### src/hw/omc_pkg.sv
// ---------------------------------------------------------------------------
// Behaviour
// - power-on reset clears every state bit except interrupt status and mask to its reset value.
// - at start-up rc oscillator on, crystal off, cpu reset to address 0000.
// - port a wake leaves cold-domain bits untouched, except sleep request.
// - system reset clears global domain, port config domain only when enabled.
// - system reset keeps clock configuration except cpu clock; cpu is reset.
// - halt enters standby: cpu stopped, clocks keep running.
// - standby ends on any reset or an enabled interrupt or event.
// - sleep stops all circuit clocks and peripherals; no timekeeping. (the rc oscillator stays on in sleep while the bias bit is set)
// - sleep needs permit bit written first, then the request bit.
// - sleep wakes only on power-on, reset pin, port a combination or other reset request.
// - leaving sleep by power cycle marks ram contents as lost.
// - was-dozing flag reads 1 if sleep occurred since software cleared it.
// - sleep-domain reset stays asserted for the whole sleep period.
// - port config reset follows global reset when its enable bit is set.
// - sleep request bit reads 0 and is cleared by the global reset.
// ---------------------------------------------------------------------------
package omc_pkg;
   // register byte offsets
   localparam logic [7:0] OMC_SYSCTRL_OFS  = 8'h00;
   localparam logic [7:0] OMC_RSTSRC_OFS   = 8'h04;
   localparam logic [7:0] OMC_CLKSEL_OFS   = 8'h08;
   localparam logic [7:0] OMC_TRIMLO_OFS   = 8'h0c;
   localparam logic [7:0] OMC_TRIMHI_OFS   = 8'h10;
   localparam logic [7:0] OMC_MODE_OFS     = 8'h14;
   localparam logic [7:0] OMC_IRQSTAT_OFS  = 8'h18;
   localparam logic [7:0] OMC_IRQMASK_OFS  = 8'h1c;
   // system control fields
   localparam int OMC_PERMIT_BIT  = 7;
   localparam int OMC_PCFGEN_BIT  = 6;
   // reset source fields
   localparam int OMC_SLEEPREQ_BIT = 7;
   localparam int OMC_DOZED_BIT    = 6;
   localparam int OMC_COMBO_BIT    = 3;
   localparam int OMC_PAD_BIT      = 2;
   localparam int OMC_PADSLP_BIT   = 1;
   localparam int OMC_RAMLOST_BIT  = 0;
   // clock select fields
   localparam int OMC_EXTCLK_BIT  = 1;
   localparam int OMC_BIAS_BIT    = 0;
   localparam logic [1:0] OMC_CLKSEL_RST = 2'h1;
   localparam logic [7:0] OMC_TRIM_RST   = 8'h80;
   localparam logic [15:0] OMC_BOOT_ADDR = 16'h0000;
   // interrupt events
   localparam int OMC_EV_STANDBY = 0;
   localparam int OMC_EV_WAKE    = 1;
   localparam int OMC_EV_IGNORED = 2;
   localparam int OMC_EV_W       = 3;
   typedef enum logic [1:0] {OMC_ACTIVE, OMC_STANDBY, OMC_SLEEP} omc_mode_t;
endpackage : omc_pkg

### src/hw/omc_sync3.sv
`timescale 1ns/10ps
// three-stage synchroniser; change accepted when stages one and two agree
module omc_sync3 (
   input  wire logic core_clk,
   input  wire logic resetn,
   input  wire logic din,
   output logic      dout
);
   logic [2:0] sh_q;
   // stage 0 is read only by stage 1
   always_ff @(posedge core_clk or negedge resetn) begin
      if (!resetn) begin
         sh_q <= 3'h0;
         dout <= 1'b0;
      end else begin
         sh_q <= {sh_q[1:0], din};
         if (sh_q[1] == sh_q[2]) begin
            dout <= sh_q[2];
         end
      end
   end
endmodule : omc_sync3

### src/hw/omc_axil.sv
`timescale 1ns/10ps
// axi4-lite slave front end; one write and one read at a time
module omc_axil (
   input  wire logic        core_clk,
   input  wire logic        resetn,
   input  wire logic [7:0]  s_axi_awaddr,
   input  wire logic        s_axi_awvalid,
   output logic             s_axi_awready,
   input  wire logic [31:0] s_axi_wdata,
   input  wire logic [3:0]  s_axi_wstrb,
   input  wire logic        s_axi_wvalid,
   output logic             s_axi_wready,
   output logic [1:0]       s_axi_bresp,
   output logic             s_axi_bvalid,
   input  wire logic        s_axi_bready,
   input  wire logic [7:0]  s_axi_araddr,
   input  wire logic        s_axi_arvalid,
   output logic             s_axi_arready,
   output logic [31:0]      s_axi_rdata,
   output logic [1:0]       s_axi_rresp,
   output logic             s_axi_rvalid,
   input  wire logic        s_axi_rready,
   output logic             wr_stb,
   output logic [7:0]       wr_addr,
   output logic [7:0]       wr_data,
   output logic             rd_stb,
   output logic [7:0]       rd_addr,
   input  wire logic [7:0]  rd_data,
   input  wire logic        rd_err,
   input  wire logic        wr_err
);
   logic       aw_q, w_q;
   logic [7:0] awa_q;
   logic [7:0] wd_q;

   assign s_axi_awready = !aw_q && !s_axi_bvalid;
   assign s_axi_wready  = !w_q && !s_axi_bvalid;
   assign s_axi_arready = !s_axi_rvalid;
   assign wr_stb  = aw_q && w_q;
   assign wr_addr = awa_q;
   assign wr_data = wd_q;
   assign rd_stb  = s_axi_arvalid && s_axi_arready;
   assign rd_addr = s_axi_araddr;

   // collect address and data in either order, then answer
   always_ff @(posedge core_clk or negedge resetn) begin
      if (!resetn) begin
         aw_q <= 1'b0;
         w_q <= 1'b0;
         awa_q <= 8'h00;
         wd_q <= 8'h00;
         s_axi_bvalid <= 1'b0;
         s_axi_bresp <= 2'h0;
      end else begin
         if (s_axi_awvalid && s_axi_awready) begin
            aw_q <= 1'b1;
            awa_q <= s_axi_awaddr;
         end
         if (s_axi_wvalid && s_axi_wready) begin
            w_q <= 1'b1;
            wd_q <= s_axi_wstrb[0] ? s_axi_wdata[7:0] : 8'h00;
         end
         if (wr_stb) begin
            aw_q <= 1'b0;
            w_q <= 1'b0;
            s_axi_bvalid <= 1'b1;
            s_axi_bresp <= wr_err ? 2'h2 : 2'h0;
         end else if (s_axi_bready) begin
            s_axi_bvalid <= 1'b0;
         end
      end
   end

   // read data registered one cycle after the address is taken
   always_ff @(posedge core_clk or negedge resetn) begin
      if (!resetn) begin
         s_axi_rvalid <= 1'b0;
         s_axi_rdata <= 32'h0;
         s_axi_rresp <= 2'h0;
      end else if (rd_stb) begin
         s_axi_rvalid <= 1'b1;
         s_axi_rdata <= {24'h0, rd_data};
         s_axi_rresp <= rd_err ? 2'h2 : 2'h0;
      end else if (s_axi_rready) begin
         s_axi_rvalid <= 1'b0;
      end
   end
endmodule : omc_axil

### src/hw/omc_top.sv
`timescale 1ns/10ps
module omc_top (
   input  wire logic        core_clk,
   input  wire logic        resetn,
   input  wire logic        por_active,
   input  wire logic        reset_pin,
   input  wire logic        wake_combination_reset,
   input  wire logic        other_reset_req,
   input  wire logic        halt_exec,
   input  wire logic        wake_request,
   input  wire logic [7:0]  s_axi_awaddr,
   input  wire logic        s_axi_awvalid,
   output logic             s_axi_awready,
   input  wire logic [31:0] s_axi_wdata,
   input  wire logic [3:0]  s_axi_wstrb,
   input  wire logic        s_axi_wvalid,
   output logic             s_axi_wready,
   output logic [1:0]       s_axi_bresp,
   output logic             s_axi_bvalid,
   input  wire logic        s_axi_bready,
   input  wire logic [7:0]  s_axi_araddr,
   input  wire logic        s_axi_arvalid,
   output logic             s_axi_arready,
   output logic [31:0]      s_axi_rdata,
   output logic [1:0]       s_axi_rresp,
   output logic             s_axi_rvalid,
   input  wire logic        s_axi_rready,
   output logic             cpu_reset,
   output logic [15:0]      cpu_start_addr,
   output logic             cpu_clk_en,
   output logic             periph_clk_en,
   output logic             rc_osc_en,
   output logic             xtal_osc_en,
   output logic             sleep_reset,
   output logic             global_reset,
   output logic             port_cfg_reset,
   output logic             irq
);
   // -------------------------------------------------------------------------
   // pin synchronisers and reset domains
   // -------------------------------------------------------------------------
   logic pin_s, combo_s, por_s;
   omc_sync3 u_pin (.core_clk(core_clk), .resetn(resetn), .din(reset_pin), .dout(pin_s));
   omc_sync3 u_combo (.core_clk(core_clk), .resetn(resetn), .din(wake_combination_reset),
                      .dout(combo_s));
   omc_sync3 u_por (.core_clk(core_clk), .resetn(resetn), .din(por_active), .dout(por_s));

   omc_pkg::omc_mode_t mode_q;
   logic       lowpower_entry_permit_q, port_cfg_reset_enable_q;
   logic       was_dozing_flag_q, combo_src_q, pad_src_q, padslp_src_q, ramlost_q;
   logic [1:0] clock_select_q;
   logic [7:0] rc_trim_low_q, rc_trim_high_q;
   logic [omc_pkg::OMC_EV_W-1:0] ev_stat_q, ev_mask_q, ev_set;
   logic       cold, sysrst;
   logic       wr_stb, rd_stb, wr_err, rd_err;
   logic [7:0] wr_addr, wr_data, rd_addr, rd_data;
   logic       sleep_go;

   // cold domain: power-on only; the reset pin stays in the global domain
   assign cold   = por_s;
   // global domain: any reset source, the port a wake included
   assign sysrst = cold || pin_s || combo_s || other_reset_req;
   assign global_reset   = sysrst;
   assign port_cfg_reset = sysrst && port_cfg_reset_enable_q;
   // cpu reset on any reset; never on an interrupt wake
   assign cpu_reset      = sysrst;
   assign cpu_start_addr = omc_pkg::OMC_BOOT_ADDR;
   // clocks stop in sleep; standby stops the cpu only
   assign cpu_clk_en    = (mode_q == omc_pkg::OMC_ACTIVE);
   assign periph_clk_en = (mode_q != omc_pkg::OMC_SLEEP);
   assign sleep_reset   = (mode_q == omc_pkg::OMC_SLEEP);
   // oscillators: rc on when awake or when the bias bit is set, crystal only when selected awake
   assign rc_osc_en   = !sleep_reset || clock_select_q[omc_pkg::OMC_BIAS_BIT];
   assign xtal_osc_en = !cold && !sleep_reset
                        && clock_select_q[omc_pkg::OMC_EXTCLK_BIT];

   // -------------------------------------------------------------------------
   // register bus
   // -------------------------------------------------------------------------
   omc_axil u_bus (
      .core_clk(core_clk), .resetn(resetn),
      .s_axi_awaddr(s_axi_awaddr), .s_axi_awvalid(s_axi_awvalid),
      .s_axi_awready(s_axi_awready), .s_axi_wdata(s_axi_wdata), .s_axi_wstrb(s_axi_wstrb),
      .s_axi_wvalid(s_axi_wvalid), .s_axi_wready(s_axi_wready), .s_axi_bresp(s_axi_bresp),
      .s_axi_bvalid(s_axi_bvalid), .s_axi_bready(s_axi_bready),
      .s_axi_araddr(s_axi_araddr), .s_axi_arvalid(s_axi_arvalid),
      .s_axi_arready(s_axi_arready), .s_axi_rdata(s_axi_rdata), .s_axi_rresp(s_axi_rresp),
      .s_axi_rvalid(s_axi_rvalid), .s_axi_rready(s_axi_rready),
      .wr_stb(wr_stb), .wr_addr(wr_addr), .wr_data(wr_data),
      .rd_stb(rd_stb), .rd_addr(rd_addr), .rd_data(rd_data),
      .rd_err(rd_err), .wr_err(wr_err)
   );

   function automatic logic hit(input logic [7:0] a, input logic [7:0] ofs);
      hit = (a == ofs);
   endfunction : hit

   function automatic logic mapped(input logic [7:0] a);
      mapped = hit(a, omc_pkg::OMC_SYSCTRL_OFS) || hit(a, omc_pkg::OMC_RSTSRC_OFS)
            || hit(a, omc_pkg::OMC_CLKSEL_OFS)  || hit(a, omc_pkg::OMC_TRIMLO_OFS)
            || hit(a, omc_pkg::OMC_TRIMHI_OFS)  || hit(a, omc_pkg::OMC_MODE_OFS)
            || hit(a, omc_pkg::OMC_IRQSTAT_OFS) || hit(a, omc_pkg::OMC_IRQMASK_OFS);
   endfunction : mapped

   assign wr_err = !mapped(wr_addr);
   assign rd_err = !mapped(rd_addr);

   logic wr_ctrl, wr_rsrc, rd_rsrc, rd_stat;
   assign wr_ctrl = wr_stb && hit(wr_addr, omc_pkg::OMC_SYSCTRL_OFS);
   assign wr_rsrc = wr_stb && hit(wr_addr, omc_pkg::OMC_RSTSRC_OFS);
   assign rd_rsrc = rd_stb && hit(rd_addr, omc_pkg::OMC_RSTSRC_OFS);
   assign rd_stat = rd_stb && hit(rd_addr, omc_pkg::OMC_IRQSTAT_OFS);

   // read mux; sleep request bit is never stored, so it always reads 0
   always_comb begin
      rd_data = 8'h00;
      if (hit(rd_addr, omc_pkg::OMC_SYSCTRL_OFS)) begin
         rd_data[omc_pkg::OMC_PERMIT_BIT] = lowpower_entry_permit_q;
         rd_data[omc_pkg::OMC_PCFGEN_BIT] = port_cfg_reset_enable_q;
      end else if (hit(rd_addr, omc_pkg::OMC_RSTSRC_OFS)) begin
         rd_data[omc_pkg::OMC_DOZED_BIT]   = was_dozing_flag_q;
         rd_data[omc_pkg::OMC_COMBO_BIT]   = combo_src_q;
         rd_data[omc_pkg::OMC_PAD_BIT]     = pad_src_q;
         rd_data[omc_pkg::OMC_PADSLP_BIT]  = padslp_src_q;
         rd_data[omc_pkg::OMC_RAMLOST_BIT] = ramlost_q;
      end else if (hit(rd_addr, omc_pkg::OMC_CLKSEL_OFS)) begin
         rd_data = {6'h00, clock_select_q};
      end else if (hit(rd_addr, omc_pkg::OMC_TRIMLO_OFS)) begin
         rd_data = rc_trim_low_q;
      end else if (hit(rd_addr, omc_pkg::OMC_TRIMHI_OFS)) begin
         rd_data = rc_trim_high_q;
      end else if (hit(rd_addr, omc_pkg::OMC_MODE_OFS)) begin
         rd_data = {6'h00, mode_q};
      end else if (hit(rd_addr, omc_pkg::OMC_IRQSTAT_OFS)) begin
         rd_data = {5'h00, ev_stat_q};
      end else if (hit(rd_addr, omc_pkg::OMC_IRQMASK_OFS)) begin
         rd_data = {5'h00, ev_mask_q};
      end
   end

   // -------------------------------------------------------------------------
   // cold-domain registers: only power-on clears them, so a port a wake keeps them
   // -------------------------------------------------------------------------
   always_ff @(posedge core_clk or negedge resetn) begin
      if (!resetn) begin
         lowpower_entry_permit_q <= 1'b0;
         port_cfg_reset_enable_q <= 1'b0;
         clock_select_q <= omc_pkg::OMC_CLKSEL_RST;
         rc_trim_low_q  <= omc_pkg::OMC_TRIM_RST;
         rc_trim_high_q <= omc_pkg::OMC_TRIM_RST;
      end else if (cold) begin
         lowpower_entry_permit_q <= 1'b0;
         port_cfg_reset_enable_q <= 1'b0;
         clock_select_q <= omc_pkg::OMC_CLKSEL_RST;
         rc_trim_low_q  <= omc_pkg::OMC_TRIM_RST;
         rc_trim_high_q <= omc_pkg::OMC_TRIM_RST;
      end else if (wr_stb) begin                                   // kept on sysrst
         if (wr_ctrl) begin
            lowpower_entry_permit_q <= wr_data[omc_pkg::OMC_PERMIT_BIT];
            port_cfg_reset_enable_q <= wr_data[omc_pkg::OMC_PCFGEN_BIT];
         end
         if (hit(wr_addr, omc_pkg::OMC_CLKSEL_OFS)) begin
            clock_select_q <= wr_data[1:0];
         end
         if (hit(wr_addr, omc_pkg::OMC_TRIMLO_OFS)) begin
            rc_trim_low_q <= wr_data;
         end
         if (hit(wr_addr, omc_pkg::OMC_TRIMHI_OFS)) begin
            rc_trim_high_q <= wr_data;
         end
      end
   end

   // sleep request takes effect only when already permitted by an earlier write
   assign sleep_go = wr_rsrc && wr_data[omc_pkg::OMC_SLEEPREQ_BIT]
                     && lowpower_entry_permit_q && !sysrst;

   // -------------------------------------------------------------------------
   // operating mode
   // -------------------------------------------------------------------------
   always_ff @(posedge core_clk or negedge resetn) begin
      if (!resetn) begin
         mode_q <= omc_pkg::OMC_ACTIVE;
      end else if (sysrst) begin
         mode_q <= omc_pkg::OMC_ACTIVE;
      end else begin
         unique case (mode_q)
            omc_pkg::OMC_ACTIVE: begin
               if (sleep_go) begin
                  mode_q <= omc_pkg::OMC_SLEEP;
               end else if (halt_exec) begin
                  mode_q <= omc_pkg::OMC_STANDBY;
               end
            end
            // interrupts leave standby without touching cpu state
            omc_pkg::OMC_STANDBY: begin
               if (wake_request) begin
                  mode_q <= omc_pkg::OMC_ACTIVE;
               end
            end
            // only resets end sleep; interrupts are deaf here
            omc_pkg::OMC_SLEEP: mode_q <= omc_pkg::OMC_SLEEP;
            default: mode_q <= omc_pkg::OMC_ACTIVE;
         endcase
      end
   end

   // -------------------------------------------------------------------------
   // reset-source flags: set wins over the read clear
   // -------------------------------------------------------------------------
   always_ff @(posedge core_clk or negedge resetn) begin
      if (!resetn) begin
         was_dozing_flag_q <= 1'b0;
         combo_src_q <= 1'b0;
         pad_src_q <= 1'b0;
         padslp_src_q <= 1'b0;
         ramlost_q <= 1'b1;
      end else if (cold) begin
         was_dozing_flag_q <= 1'b0;
         combo_src_q <= 1'b0;
         pad_src_q <= 1'b0;
         padslp_src_q <= 1'b0;
         ramlost_q <= 1'b1;
      end else begin
         if (wr_rsrc && !wr_data[omc_pkg::OMC_DOZED_BIT]) begin
            was_dozing_flag_q <= 1'b0;
         end
         if (rd_rsrc) begin
            combo_src_q <= 1'b0;
            pad_src_q <= 1'b0;
            padslp_src_q <= 1'b0;
            ramlost_q <= 1'b0;
         end
         if (mode_q == omc_pkg::OMC_SLEEP) begin
            was_dozing_flag_q <= 1'b1;
         end
         if (combo_s) begin
            combo_src_q <= 1'b1;
         end
         if (pin_s) begin
            pad_src_q <= 1'b1;
            // only a pin reset seen in sleep sets it; a read clear must not be undone
            if (mode_q == omc_pkg::OMC_SLEEP) begin
               padslp_src_q <= 1'b1;
            end
         end
      end
   end

   // -------------------------------------------------------------------------
   // interrupts: sticky status cleared by reading it, mask gates the line
   // -------------------------------------------------------------------------
   assign ev_set = {sysrst == 1'b0 && wr_rsrc && wr_data[omc_pkg::OMC_SLEEPREQ_BIT]
                      && !lowpower_entry_permit_q,
                    (mode_q == omc_pkg::OMC_STANDBY) && wake_request && !sysrst,
                    (mode_q == omc_pkg::OMC_ACTIVE) && halt_exec && !sleep_go && !sysrst};

   always_ff @(posedge core_clk or negedge resetn) begin
      if (!resetn) begin
         ev_stat_q <= '0;
         ev_mask_q <= '0;
      end else begin
         ev_stat_q <= (rd_stat ? '0 : ev_stat_q) | ev_set;
         if (wr_stb && hit(wr_addr, omc_pkg::OMC_IRQMASK_OFS)) begin
            ev_mask_q <= wr_data[omc_pkg::OMC_EV_W-1:0];
         end
      end
   end
   assign irq = |(ev_stat_q & ev_mask_q);
endmodule : omc_top

### config.mk
export PLATFORM = sky130hd
export DESIGN_NAME = omc_top
export DESIGN_NICKNAME = d
export VERILOG_FILES = /design/src/hw/omc_pkg.sv /design/src/hw/omc_sync3.sv /design/src/hw/omc_axil.sv /design/src/hw/omc_top.sv
export SDC_FILE = /design/constraint.sdc
export NUM_CORES = 1
export LEC_CHECK = 0
export BUFFER_PORTS_ARGS = -buffer_cell sky130_fd_sc_hd__buf_2
export CAP_MARGIN = 15
export CELL_PAD_IN_SITES_DETAIL_PLACEMENT = 1
export CELL_PAD_IN_SITES_GLOBAL_PLACEMENT = 2
export CORE_MARGIN = 1.5
export CORE_UTILIZATION = 27
export DETAILED_ROUTE_END_ITERATION = 7
export PLACE_DENSITY_LB_ADDON = 0.15
export SLEW_MARGIN = 15
export SYNTH_ARGS = -nofsm -noshare
export SYNTH_HDL_FRONTEND = slang
export SYNTH_SLANG_ARGS = --single-unit
export TNS_END_PERCENT = 1
### constraint.sdc
create_clock -name core_clk -period 1.8 [get_ports core_clk]
set_input_delay 0.27 -clock core_clk [delete_from_list [all_inputs] [get_ports core_clk]]
set_output_delay 0.27 -clock core_clk [all_outputs]
set_load 0.01 [all_outputs]
# Word level (Yosys, flattened, before mapping)
# Index checks and enable logic that the tools add are counted.
# W data, S select, Z words.
word_totals:
  mem_bits_rw: 0
  mem_bits_ro: 0
  elab_cells: 186
  in_bits: 65
  out_inout_bits: 66
  memories: 0
  register_bits: 77
  latch_bits: 0
classes:
  mul: 0
  bitwise: 3
  div: 0
  eq_ne: 22
  reduce_logical: 76
  n_addsub: 0
  order_cmp: 0
  shifts: 0
  mux: 57
op_table:
  columns: ["operator", "count"]
  rows:
  - ["$mux W8", 12]
  - ["$eq A8 B5 Y1 const B", 8]
  - ["$eq A8 B4 Y1 const B", 4]
  - ["$mux W1", 29]
  - ["$logic_and A1 B1 Y1", 26]
  - ["$mux W2", 11]
  - ["$reduce_bool A2 Y1", 10]
  - ["$logic_or A1 B1 Y1", 18]
  - ["$eq A8 B3 Y1 const B", 2]
  - ["$logic_not A8 Y1", 2]
  - ["$logic_not A1 Y1", 10]
  - ["$reduce_and A2 Y1", 5]
  - ["$reduce_bool A3 Y1", 3]
  - ["$mux W3", 2]
  - ["$mux W6", 1]
  - ["$pmux W2 S3", 1]
  - ["$mux W4", 1]
  - ["$ne A4 B2 Y1 const B", 1]
  - ["$and A3 B3 Y3", 1]
  - ["$eq A1 B1 Y1", 3]
  - ["$ne A3 B3 Y1 const B", 1]
  - ["$or A3 B3 Y3", 1]
  - ["$reduce_or A3 Y1", 1]
  - ["$eq A2 B1 Y1 const B", 1]
  - ["4 further kinds", 4]

# Longest topological paths before layout
depth:
  ltp_word: 9
  mapped_depth: 7

# Cells and area by module
# A second synthesis with hierarchy kept.
hier_totals:
  cells_unflattened: 338
  area_unflattened_um2: 3711.1
modules_own_cells:
  columns: ["mod", "area_per_inst_um2", "n_inst", "cells_each", "seq_area_each_um2"]
  rows:
  - ["omc_top", 1923.1, 1, 199, 830.8]
  - ["omc_axil", 1453.9, 1, 124, 750.7]
  - ["omc_sync3", 111.4, 3, 5, 100.1]

# Worst setup path before layout
# OpenSTA, ideal clock, no wires.
synth_timing:
  path_kind: "register to register"
  start: "reg u_bus.awa_q[1], in the netlist u_bus.wr_addr[1]"
  end: "reg rc_trim_high_q[0]"
  path_slack_ns: 0.000
  path_buffers: 1
  setup_time_ns: 0.132
  path_stages_with_launch: 7
  arrival_time_ns: 1.668
  period_less_slack_ns: 1.800
  t_required_ns: 1.668
  cell_sequence: "dfrtp_1 or4_4 nor4_4 and3b_1 buf_6 mux2i_1 nor2_1"
synth_via:
  elab_chain_cells: 3
synth_rtl:
  columns: ["element", "line_no", "text"]
  rows:
  - ["from (decl)", "omc_axil.sv:33", "logic [7:0] awa_q;"]
  - ["from (signal assigned)", "omc_axil.sv:57", "awa_q <= s_axi_awaddr;"]
  - ["$eq A8 B5 Y1", "omc_top.sv:95", "hit = (a == ofs);"]
  - ["$reduce_bool A2 Y1 (no source line)", null, null]
  - ["$reduce_and A2 Y1 (no source line)", null, null]
  - ["to (signal assigned)", "omc_top.sv:150", "rc_trim_high_q <= omc_pkg::OMC_TRIM_RST;"]
  - ["to (signal assigned)", "omc_top.sv:156", "rc_trim_high_q <= omc_pkg::OMC_TRIM_RST;"]
  - ["to (signal assigned)", "omc_top.sv:169", "rc_trim_high_q <= wr_data;"]
  - ["to (decl)", "omc_top.sv:52", "logic [7:0] rc_trim_low_q, rc_trim_high_q;"]
# No other way between the ends.
# A chain may end at the register's enable or synchronous reset.

# Worst setup path after layout
layout_timing:
  start: "reg u_bus.awa_q[1], in the netlist u_bus.wr_addr[1]"
  end: "reg rc_trim_high_q[3]"
# Same word-level chain as after synthesis.

==> impl_metrics.yaml <==
synthesis:
  async_flop_share: 1.00
  netlist_area_mm2: 0.00355
  synth_area_leaders: "dfrtp_1 (50%), buf_4 (9.1%), mux2i_1 (5.1%)"
  synth_edf_count: 0
  ys_seq_area_frac: 0.530
  synth_top_area_frac: 0.501
  ys_warn_count: 0
  netlist-cell-type-count: 46
  avgSynthCellArea_um2: 10.4
  synthCells: 342
  synth_top_cell_by_area: "dfrtp_1"
  ys.flop_type: "dfrtp_1"
  synth-seq-cells: 75
floorplanning:
  rows: 41
  start_util: 0.279
  placeableCoreArea_mm2: 0.0127
  ios: 131
  dieArea_mm2: 0.0138
  fp.dieW_um: 118
  die_h_um: 118
clock_network:
  clk_path_buf_depth: 2
  cts_made_buffers: 9
  htreeDepth: 3
  cts.clk_slew.worst_paths_ps: 60
  clock_latency_ps: 340
  cts_tree: "yes"
  clock_sinks: 75
  cts-root-buf: "clkbuf_16"
placed_design:
  place.gp.congestion: 0.726
  hpwl_um: 6260
  numPortBuffers: 61
  dpl.cell_count: 576
final_layout:
  diodes: 0
  nets: 483
  fin_cells: 595
  drive_above_1_share: 0.286
  synthToLayoutAreaGrowth_pct: 25.5
  final_cell_mix: "dfrtp_1 (70), buf_2 (59), conb_1 (42)"
  mostFrequentLayoutCell: "dfrtp_1"
detailed_routing:
  first_pass_iters: 4
  wire_per_inst_um: 14.5
  wl_um: 8650
  drc: 0
  viasPerCell: 4.29
  vias: 2555
  postRouteAntennaNets: 0
  initialDrtViolationCount: 104
sta:
  fmax_ghz: 0.535
  finalCritPeriodShare: 1.04
  rsz0062_at_grt: "yes"
  setup_viol: 19
  fin_ws_ps: -70.7
  timing.final.max_slew_violations: 0
  skew_ps: 6.81
  timing.final.crit_period_ps: 1870
  final.setup.tns_ps: -717
  hold_viol: 0
critical_path:
  path_class: "flop to flop"
  reg2reg_depth: 6
  r2r_setup_slack_ps: -70
  endpoint: "rc_trim_high_q[3]$_DFFE_PN0P_"
  start_kind: "flop"
  crit_required_ps: 2020
  cp-startpoint: "u_bus.wr_addr[1]$_DFFE_PN0P_"
  r2r_end: "rc_trim_high_q[3]$_DFFE_PN0P_"
  arrival_ps: 2090
  r2r-start: "u_bus.wr_addr[1]$_DFFE_PN0P_"
  end_kind: "flop"
  path_max_fanout: 9
outcome:
  violations: "negative setup slack"
  status: "finished, violations left"
power_and_ir_drop:
  p_total_mw: 5.21
  power_density_mw_per_mm2: 1170
  p_leak_nw: 2.13
  irDropWorstVdd_uv: 785
global_routing:
  track_usage: 0.137
  grt_pass1_wl_um: 14500
  first_global_vias: 2673
  globalRouteOverflowTotal: 0
  grt_antenna_before_repair: 0
  grt_max_degree: 76
flow_run:
  drv_cap: 0
hold_path:
  holdCritStartpoint: "por_active"
  hp-class: "input port to flop"
==> routing by layer <==
| layer | wire, um | global-route usage | vias to the layer above |
|---|---|---|---|
| met5 | 0 | 0 | - |
| met4 | 111 | 0.0434 | 0 |
| met3 | 467 | 0.0523 | 9 |
| met2 | 3900 | 0.207 | 70 |
| met1 | 4170 | 0.181 | 1231 |
| li1 | - | - | 1245 |
==> area by class of cell <==
type	count	area, um2
clock buffers	12	256
clock inverters	4	120
fillers	1502	8270
inverters	8	30.0
multi-input cells	244	1440
flip-flops and latches	75	1880
well taps	172	215
repair buffers	80	508
==> synth_stat cells (3+ instances only) <==
library cell,number
dfrtp_1,71
buf_4,43
nor2_1,39
nand2_1,33
o21ai_0,20
mux2i_1,18
a21oi_1,11
clkbuf_1,11
mux2_2,10
inv_1,8
nor3_1,8
a32oi_1,5
and2_1,5
nand3_1,5
nor2b_1,5
dfstp_2,4
a221o_1,3
maj3_1,3
or4_1,3
==> power by group <==
part           switching [mW]  total (mW)  internal, mW
combinational           0.428       0.761         0.333
clock                   0.691        2.26          1.57
sequential              0.254        2.18          1.93
total                    1.37        5.21          3.83
==> critical path: stages (launching register included) <==
cell     delay, ps
dfrtp_1        370
or4_4          580
nor4_4         160
and3b_2        240
buf_12         140
mux2i_1        200
nor2_1          50
==> state kept, by name (all words and copies together) (netlist names), 2 cells and up <==
| signal | flops |
|---|---|
| rc_trim_high_q | 8 |
| u_bus.s_axi_rdata | 8 |
| ev_mask_q | 3 |
| u_bus.wr_data | 8 |
| mode_q | 2 |
| u_por.sh_q | 3 |
| ev_stat_q | 3 |
| rc_trim_low_q | 8 |
| clock_select_q | 2 |
| u_bus.wr_addr | 8 |
| u_pin.sh_q | 3 |
| u_combo.sh_q | 3 |
==> kinds of logic after synthesis <==
logic type	synth area share
simple gates	0.157
flops	0.530
buf+inv	0.115
compound gates	0.103
mux	0.0857
fa+ha+maj	0.00846
other cells	0.00106
==> worst min-delay path by stage <==
stage	to	slack (ps)	depth (start not counted)
finish	u_por.sh_q[0]$_DFF_PN0_	30	1
global route	u_combo.sh_q[0]$_DFF_PN0_	10	1
CTS	u_por.sh_q[0]$_DFF_PN0_	20	1
detailed placement	u_combo.dout$_DFFE_PN0N_	340	2
global placement	u_combo.sh_q[0]$_DFF_PN0_	340	2
floorplan	clock_select_q[1]$_DFFE_PN0P_	-30	0
==> what timing repair did <==
| item | 4_1_cts | 5_1_grt |
|---|---|---|
| setup buffers | 2 | 0 |
| hold endpoints to repair | 71 | 0 |
| gates resized for setup | 9 | 5 |
| hold buffers | 1 | 0 |
| pin swaps | 2 | 2 |
| setup endpoints to repair | 26 | 31 |
==> per-stage QoR <==
step                area, um2  hold WS (ps)  utilization  worst slack [ps]
detailed placement       4000           341        0.315             -90.6
floorplan                3700         -25.6            -            0.0846
global placement         4000           336        0.315             -70.6
global route             4450          14.1        0.350              -185
finish                   4450          32.6        0.350             -70.7
CTS                      4430          17.4        0.349             -90.9
No activity file was read; power rests on OpenSTA's default activity.
